==> src/lfr_consts.svh <==
// register offsets, field positions and reset values of control register three
`ifndef LFR_CONSTS_SVH
`define LFR_CONSTS_SVH
// word indices; the bus byte address is four times the index
`define LFR_CTL3_IDX       10'h022
`define LFR_MODE_IDX       10'h024
`define LFR_CTL3_ADDR      {`LFR_CTL3_IDX, 2'h0}
`define LFR_MODE_ADDR      {`LFR_MODE_IDX, 2'h0}
`define LFR_DO_BIT         7
`define LFR_TOG_BIT        6
`define LFR_SYNC_HI        5
`define LFR_SYNC_LO        4
`define LFR_CDT_HI         3
`define LFR_CDT_LO         0
`define LFR_TOG_RST        1'h0
`define LFR_SYNC_RST       2'h1
`define LFR_CDT_RST        4'h0
`define LFR_CARMODE_RST    1'h1
`define LFR_RESP_OKAY      2'h0
`define LFR_RESP_SLVERR    2'h2
`endif

==> src/lfr_pkg.sv <==
// types shared by the control register three block
package lfr_pkg;
    // detector mode selected by the carrier/data mode bit
    typedef enum logic {
        lfr_data_mode_t_data    = 1'b0,
        lfr_data_mode_t_carrier = 1'b1
    } lfr_mode_t;
    // write channel progress of the bus slave
    typedef enum logic [1:0] {
        LFR_W_IDLE,
        LFR_W_RESP
    } lfr_wstate_t;
endpackage : lfr_pkg

==> src/lfr_sync.sv <==
// two flip-flop synchroniser for the slicer level
`timescale 1ns/1ps
module lfr_sync (
    // clock
    input  wire logic aclk,
    // asynchronous level in, synchronised level out
    input  wire logic level_in,
    output logic      level_out
);
    logic stage_one;  // first stage, read only by the second

    // plain two-stage shift, no reset so the level is never disturbed
    always_ff @(posedge aclk) begin
        stage_one <= level_in;
        level_out <= stage_one;
    end
endmodule : lfr_sync

==> src/lfr_ctl3.sv <==
// low-frequency receiver control register three with axi4-lite slave
//
// Functional notes
// 8-bit register at 0x0022, fixed field layout
// bit 7 reads slicer output, writes ignored
// detector bit unaffected by any reset
// bit 7 is 0 below, 1 above threshold
// bit 6 toggle enable, read/write, reset clears
// toggle off: mode bit holds, selects mode
// toggle on: mode inverts each sampling-on sequence
// mode 1 carrier detect, 0 data receive
// reset presets sync select to 01
// reset clears carrier detect time to zero
//
// Local design decision: the AXI4-Lite slave port.
`timescale 1ns/1ps
`include "lfr_consts.svh"
module lfr_ctl3 import lfr_pkg::*; (
    // clock and reset
    input  wire logic        aclk,
    input  wire logic        aresetn,
    // write address channel
    input  wire logic [11:0] s_axi_awaddr,
    input  wire logic        s_axi_awvalid,
    output logic             s_axi_awready,
    // write data channel
    input  wire logic [31:0] s_axi_wdata,
    input  wire logic [3:0]  s_axi_wstrb,
    input  wire logic        s_axi_wvalid,
    output logic             s_axi_wready,
    // write response channel
    output logic [1:0]       s_axi_bresp,
    output logic             s_axi_bvalid,
    input  wire logic        s_axi_bready,
    // read address channel
    input  wire logic [11:0] s_axi_araddr,
    input  wire logic        s_axi_arvalid,
    output logic             s_axi_arready,
    // read data channel
    output logic [31:0]      s_axi_rdata,
    output logic [1:0]       s_axi_rresp,
    output logic             s_axi_rvalid,
    input  wire logic        s_axi_rready,
    // receiver side
    input  wire logic        slicer_level,
    input  wire logic        sampling_on_sequence,
    output logic             carrier_data_mode_select,
    output logic             carrier_detect_mode,
    output logic [1:0]       sync_pattern_select,
    output logic [3:0]       carrier_detect_time
);
    // synchronised inputs
    logic        detector_output_level;  // live slicer level
    logic        seq_sync;               // synchronised sequence level
    logic        seq_prev;               // previous sequence level
    logic        seq_end;                // falling edge, sequence over
    // register state
    logic        mode_toggle_enable;
    logic        next_mode_toggle_enable;
    logic        next_carrier_data_mode_select;
    logic [1:0]  next_sync_pattern_select;
    logic [3:0]  next_carrier_detect_time;
    // write channel state
    logic        aw_held;
    logic        next_aw_held;
    logic [11:0] aw_addr;
    logic [11:0] next_aw_addr;
    logic        w_held;
    logic        next_w_held;
    logic [7:0]  w_byte;
    logic [7:0]  next_w_byte;
    logic        w_strb0;
    logic        next_w_strb0;
    logic        next_bvalid;
    logic [1:0]  next_bresp;
    logic        wr_fire;                // both halves present
    // read channel state
    logic        next_rvalid;
    logic [31:0] next_rdata;
    logic [1:0]  next_rresp;
    logic [7:0]  ctl3_view;              // register as read

    // slicer level, no reset on the path
    lfr_sync u_do_sync (
        .aclk      (aclk),
        .level_in  (slicer_level),
        .level_out (detector_output_level)
    );

    // sampling-on sequence level from the receiver sequencer
    lfr_sync u_seq_sync (
        .aclk      (aclk),
        .level_in  (sampling_on_sequence),
        .level_out (seq_sync)
    );

    // edge history of the sequence level
    always_ff @(posedge aclk) begin
        if (!aresetn) begin
            seq_prev <= 1'b0;
        end else begin
            seq_prev <= seq_sync;
        end
    end
    // flip only once a sequence is over, so each sequence runs in the
    // mode it began with and the first one uses software's choice
    assign seq_end = ~seq_sync & seq_prev;

    // register view: bit 7 live, 1 above threshold
    assign ctl3_view = {detector_output_level, mode_toggle_enable,
                        sync_pattern_select, carrier_detect_time};

    // 1 selects carrier detect, 0 data receive
    assign carrier_detect_mode =
        (carrier_data_mode_select == lfr_data_mode_t_carrier);

    // write handshake: address and data taken in either order
    assign s_axi_awready = ~aw_held & ~s_axi_bvalid;
    assign s_axi_wready  = ~w_held & ~s_axi_bvalid;
    assign wr_fire       = (aw_held | s_axi_awvalid)
                         & (w_held | s_axi_wvalid) & ~s_axi_bvalid;

    // next values for write channel and control fields
    always_comb begin
        logic [11:0] addr;
        logic [7:0]  data;
        logic        strb;
        addr = aw_held ? aw_addr : s_axi_awaddr;
        data = w_held ? w_byte : s_axi_wdata[7:0];
        strb = w_held ? w_strb0 : s_axi_wstrb[0];
        next_aw_held  = aw_held;
        next_aw_addr  = aw_addr;
        next_w_held   = w_held;
        next_w_byte   = w_byte;
        next_w_strb0  = w_strb0;
        next_bvalid   = s_axi_bvalid;
        next_bresp    = s_axi_bresp;
        next_mode_toggle_enable       = mode_toggle_enable;
        next_sync_pattern_select      = sync_pattern_select;
        next_carrier_detect_time      = carrier_detect_time;
        next_carrier_data_mode_select = carrier_data_mode_select;
        // mode held while toggle off; inverts per sequence when on
        if (seq_end && mode_toggle_enable) begin
            next_carrier_data_mode_select = ~carrier_data_mode_select;
        end else begin
            next_carrier_data_mode_select = carrier_data_mode_select;
        end
        // answer accepted, free the channel
        if (s_axi_bvalid && s_axi_bready) begin
            next_bvalid = 1'b0;
        end
        if (wr_fire) begin
            // complete write: decode and respond
            next_aw_held = 1'b0;
            next_w_held  = 1'b0;
            next_bvalid  = 1'b1;
            next_bresp   = `LFR_RESP_OKAY;
            if (addr == `LFR_CTL3_ADDR) begin
                // bit 7 write discarded
                if (strb) begin
                    next_mode_toggle_enable  = data[`LFR_TOG_BIT];
                    next_sync_pattern_select =
                        data[`LFR_SYNC_HI:`LFR_SYNC_LO];
                    next_carrier_detect_time =
                        data[`LFR_CDT_HI:`LFR_CDT_LO];
                end
            end else if (addr == `LFR_MODE_ADDR) begin
                // software mode selection; first sequence uses it
                if (strb) begin
                    next_carrier_data_mode_select = data[0];
                end
            end else begin
                next_bresp = `LFR_RESP_SLVERR;
            end
        end else begin
            // hold whichever half arrived first
            if (s_axi_awvalid && s_axi_awready) begin
                next_aw_held = 1'b1;
                next_aw_addr = s_axi_awaddr;
            end
            if (s_axi_wvalid && s_axi_wready) begin
                next_w_held  = 1'b1;
                next_w_byte  = s_axi_wdata[7:0];
                next_w_strb0 = s_axi_wstrb[0];
            end
        end
    end

    // write channel and control registers
    always_ff @(posedge aclk) begin
        if (!aresetn) begin
            aw_held  <= 1'b0;
            aw_addr  <= 12'h000;
            w_held   <= 1'b0;
            w_byte   <= 8'h00;
            w_strb0  <= 1'b0;
            s_axi_bvalid <= 1'b0;
            s_axi_bresp  <= `LFR_RESP_OKAY;
            mode_toggle_enable       <= `LFR_TOG_RST;
            sync_pattern_select      <= `LFR_SYNC_RST;
            carrier_detect_time      <= `LFR_CDT_RST;
            carrier_data_mode_select <= `LFR_CARMODE_RST;
        end else begin
            aw_held  <= next_aw_held;
            aw_addr  <= next_aw_addr;
            w_held   <= next_w_held;
            w_byte   <= next_w_byte;
            w_strb0  <= next_w_strb0;
            s_axi_bvalid <= next_bvalid;
            s_axi_bresp  <= next_bresp;
            mode_toggle_enable       <= next_mode_toggle_enable;
            sync_pattern_select      <= next_sync_pattern_select;
            carrier_detect_time      <= next_carrier_detect_time;
            carrier_data_mode_select <= next_carrier_data_mode_select;
        end
    end

    // read channel: ready while no answer is pending
    assign s_axi_arready = ~s_axi_rvalid;

    // next values for read channel
    always_comb begin
        next_rvalid = s_axi_rvalid;
        next_rdata  = s_axi_rdata;
        next_rresp  = s_axi_rresp;
        if (s_axi_rvalid && s_axi_rready) begin
            next_rvalid = 1'b0;
        end
        if (s_axi_arvalid && s_axi_arready) begin
            next_rvalid = 1'b1;
            next_rresp  = `LFR_RESP_OKAY;
            if (s_axi_araddr == `LFR_CTL3_ADDR) begin
                next_rdata = {24'h000000, ctl3_view};
            end else if (s_axi_araddr == `LFR_MODE_ADDR) begin
                next_rdata = {31'h00000000, carrier_data_mode_select};
            end else begin
                next_rdata = 32'h00000000;
                next_rresp = `LFR_RESP_SLVERR;
            end
        end
    end

    // read channel registers
    always_ff @(posedge aclk) begin
        if (!aresetn) begin
            s_axi_rvalid <= 1'b0;
            s_axi_rdata  <= 32'h00000000;
            s_axi_rresp  <= `LFR_RESP_OKAY;
        end else begin
            s_axi_rvalid <= next_rvalid;
            s_axi_rdata  <= next_rdata;
            s_axi_rresp  <= next_rresp;
        end
    end
endmodule : lfr_ctl3

==> config.mk <==
export PLATFORM = sky130hd
export DESIGN_NAME = lfr_ctl3
export DESIGN_NICKNAME = d
export VERILOG_FILES = /design/src/lfr_pkg.sv /design/src/lfr_sync.sv /design/src/lfr_ctl3.sv
export VERILOG_INCLUDE_DIRS = /design/src
export SDC_FILE = /design/constraint.sdc
export NUM_CORES = 1
export LEC_CHECK = 0
export BUFFER_PORTS_ARGS = -buffer_cell sky130_fd_sc_hd__buf_4
export CORE_AREA = 4 4 76 78
export CTS_CLUSTER_DIAMETER = 100
export CTS_CLUSTER_SIZE = 24
export DETAILED_ROUTE_END_ITERATION = 10
export DIE_AREA = 0 0 80 82
export PLACE_DENSITY = 0.84
export SLEW_MARGIN = 5
export SYNTH_ARGS = -nofsm -noshare
export SYNTH_HDL_FRONTEND = slang
export SYNTH_SLANG_ARGS = --single-unit
==> constraint.sdc <==
create_clock -name aclk -period 2.34 [get_ports aclk]
set_input_delay 0.468 -clock aclk [delete_from_list [all_inputs] [get_ports aclk]]
set_output_delay 0.468 -clock aclk [all_outputs]
set_load 0.01 [all_outputs]
==> results.py <==
metrics = {
    "final_layout": {
        "layout.cells.non_filler": 368,
        "multi_input_area_mm2": 0.001140,
        "drive_gt1_share_pct": 26.51,
        "layout_common_cells": "buf_4 (69), dfxtp_1 (47), mux2i_1 (28)",
        "num-fill-cells": 479,
        "diodes": 0,
        "final_common_cell": "buf_4",
        "seq_area_um2": 940.9,
        "area_delta_synth_final_pct": 22.90,
        "fin_nets": 366,
        "final_area_mm2": 0.002786,
    },
    "place": {
        "port_buffers": 63,
        "place_area_mm2": 0.002704,
        "gp_congestion": 0.7898,
        "dpl_worst_slack_ns": -0.2623,
        "hpwl_mm": 3.562,
        "dp_cells": 360,
    },
    "global_routing": {
        "grtUsageMet1_pct": 19.09,
        "grt_busiest_layer": "met2",
        "grt_pass1_wl_mm": 7.659,
        "antenna_found_initial": 0,
        "overflow": 0,
        "met2_usage_pct": 23.84,
        "use_met3_pct": 4.605,
        "track_usage_pct": 14.84,
        "grt_max_degree": 51,
        "grt_pass1_vias": 1612,
    },
    "power": {
        "power_w": 0.001574,
        "power.leakage_nw": 1.269,
        "power_density_mw_per_mm2": 564.9,
        "peakVddDrop_uv": 365.3,
    },
    "worst_setup_path": {
        "r2r_slack_ns": 0.17,
        "worst_ep_required_time_ns": 2.53,
        "slowest_stage": "a2111oi_1",
        "crit_fanout": 3,
        "crit_path_start_kind": "flip-flop",
        "crit_chain": "or3b_1 -> a2111o_1 -> a2111oi_1 -> buf_4 -> mux2_1",
        "cp.arrival_ns": 2.36,
        "cp-end-kind": "flip-flop",
        "max_stage_delay_ns": 0.45,
        "path_class": "flip-flop to flip-flop",
    },
    "job": {
        "drv_cap": 0,
    },
    "timing": {
        "fmax_mhz": 461.9,
        "post-route-period-util_pct": 92.53,
        "setup_slack_ns": 0.1749,
        "rsz0062_at_grt": "no",
        "finClkSkew_ns": 0.005845,
        "maxSlewViolCount": 0,
        "hold_slack_ns": 0.2694,
        "fin_crit_ns": 2.165,
        "setup_violations": 0,
        "hold_viol": 0,
    },
    "detailed_routing": {
        "vias_per_cell": 4.636,
        "routed_wl_mm": 4.649,
        "num_vias": 1706,
        "ant_nets": 0,
        "drt_iter0_drc": 30,
        "wl_per_cell_um": 12.63,
        "drc": 0,
        "firstDrtPassIters": 4,
    },
    "die": {
        "die_w_um": 80,
        "io-pin-count": 118,
        "fp-row-count": 26,
        "start_util_pct": 44.67,
        "die_y_um": 82,
        "die_area_mm2": 0.006560,
        "core_mm2": 0.005075,
    },
    "clocking": {
        "cts_max_path_buffers": 2,
        "postCtsSetupBuffers": 0,
        "clk_pin_slew_ns": 0.08,
        "htree_levels": 2,
        "clock_sinks": 47,
        "ctsHoldBuffers": 0,
        "cts_resized": 0,
        "cts-root-buf": "clkbuf_8",
        "tritoncts": "done",
        "cts_made_buffers": 5,
        "clk_latency_ns": 0.30,
    },
    "synthesis": {
        "synth_top_family_by_area": "simple AND/OR/NAND/NOR gates",
        "synth-async-reset-ratio_pct": 0,
        "synth_edf_count": 0,
        "synth_compound_area_share_pct": 7.450,
        "ys_warn_count": 0,
        "synth-simple-area-share_pct": 20.25,
        "synth_area_mm2": 0.002267,
        "synthMuxAreaShare_pct": 16.67,
        "synth.yosys.seq_area_share_pct": 41.50,
        "synth-seq-cells": 47,
        "ys.flop_type": "dfxtp_1",
        "syn_area_per_cell_um2": 9.648,
        "synth_fa_ha_area_share_pct": 0,
        "synth-xor-area-share_pct": 1.545,
        "yosysUniqueCellTypes": 41,
        "synthCells": 235,
    },
    "status": {
        "status": "complete, no violations",
    },
    "hold_path": {
        "hp-class": "primary input to flip-flop",
    },
}
power by group:
group | internal (W) | switching [W]
registers | 0.000831 | 0.0000194
clock network | 0.000210 | 0.000255
logic | 0.000132 | 0.000126
sequential cells by signal (all words and copies together), names as in the netlist, 2 cells and up:
| name | count |
|---|---|
| aw_addr | 12 |
| sync_pattern_select | 2 |
| carrier_detect_time | 4 |
| w_byte | 7 |
| s_axi_rdata | 8 |
cell usage after synthesis (3+ instances only):
cell      count  share of area (%)
a21oi_1       4               0.88
a22oi_1       7                2.3
buf_4        29                9.6
clkbuf_1      7                1.2
dfxtp_1      47                 42
inv_1         5               0.83
mux2_1        6                3.0
mux2i_1      28                 12
nand2_1      16                2.6
nand2b_1      4                1.1
nor2_1        9                1.5
nor2b_1      27                7.5
nor3_1        3               0.66
nor4b_1       3                1.2
cell type report:
cell class              count  area share [%]
repair buffers             69           18.59
clock buffers               7           2.739
well taps                  70           3.143
inverters                   5          0.6736
multi-input cells         169           40.91
flip-flops and latches     47           33.77
clock inverters             1          0.1796
critical path: cells and delay by family, from the launching register on:
kind | cells | cell delay, ns
flip-flops | 1 | 0.34
AO/OA/AOI/OAI | 2 | 0.87
multiplexers | 1 | 0.30
buffers and inverters | 1 | 0.19
AND/OR/NAND/NOR | 1 | 0.36
cell families after synthesis:
group                     Yosys count
AOI/OAI and AO/OA                  23
and+or+nand+nor                    80
DFF                                47
other                               1
buffers and inverters              44
muxes                              36
xor gates and xnor gates            4
metrics by stage:
| step | setup TNS [ns] | util [%] |
|---|---|---|
| final | 0 | 54.91 |
| after global routing | 0 | 54.91 |
| after CTS | 0 | 54.88 |
| after detailed placement | -0.2623 | 53.28 |
| after global placement | -0.1845 | 53.28 |
| after floorplan | 0 | - |
path summary, 6_finish.rpt:
| path | end | cells after the start | from |
|---|---|---|---|
| max | carrier_data_mode_select | 5 | aw_held |
| min | u_seq_sync.stage_one | 1 | sampling_on_sequence |
| min reg2reg | u_seq_sync.level_out | 0 | u_seq_sync.stage_one |
| max reg2reg | carrier_data_mode_select | 5 | aw_held |
per-layer routing:
layer  wire, um  vias to the layer above
met4         53                        0
met1       2038                      784
met3        327                        6
li1           -                      868
met5          0                        -
met2       2230                       48
(Power assumes the default switching activity.)
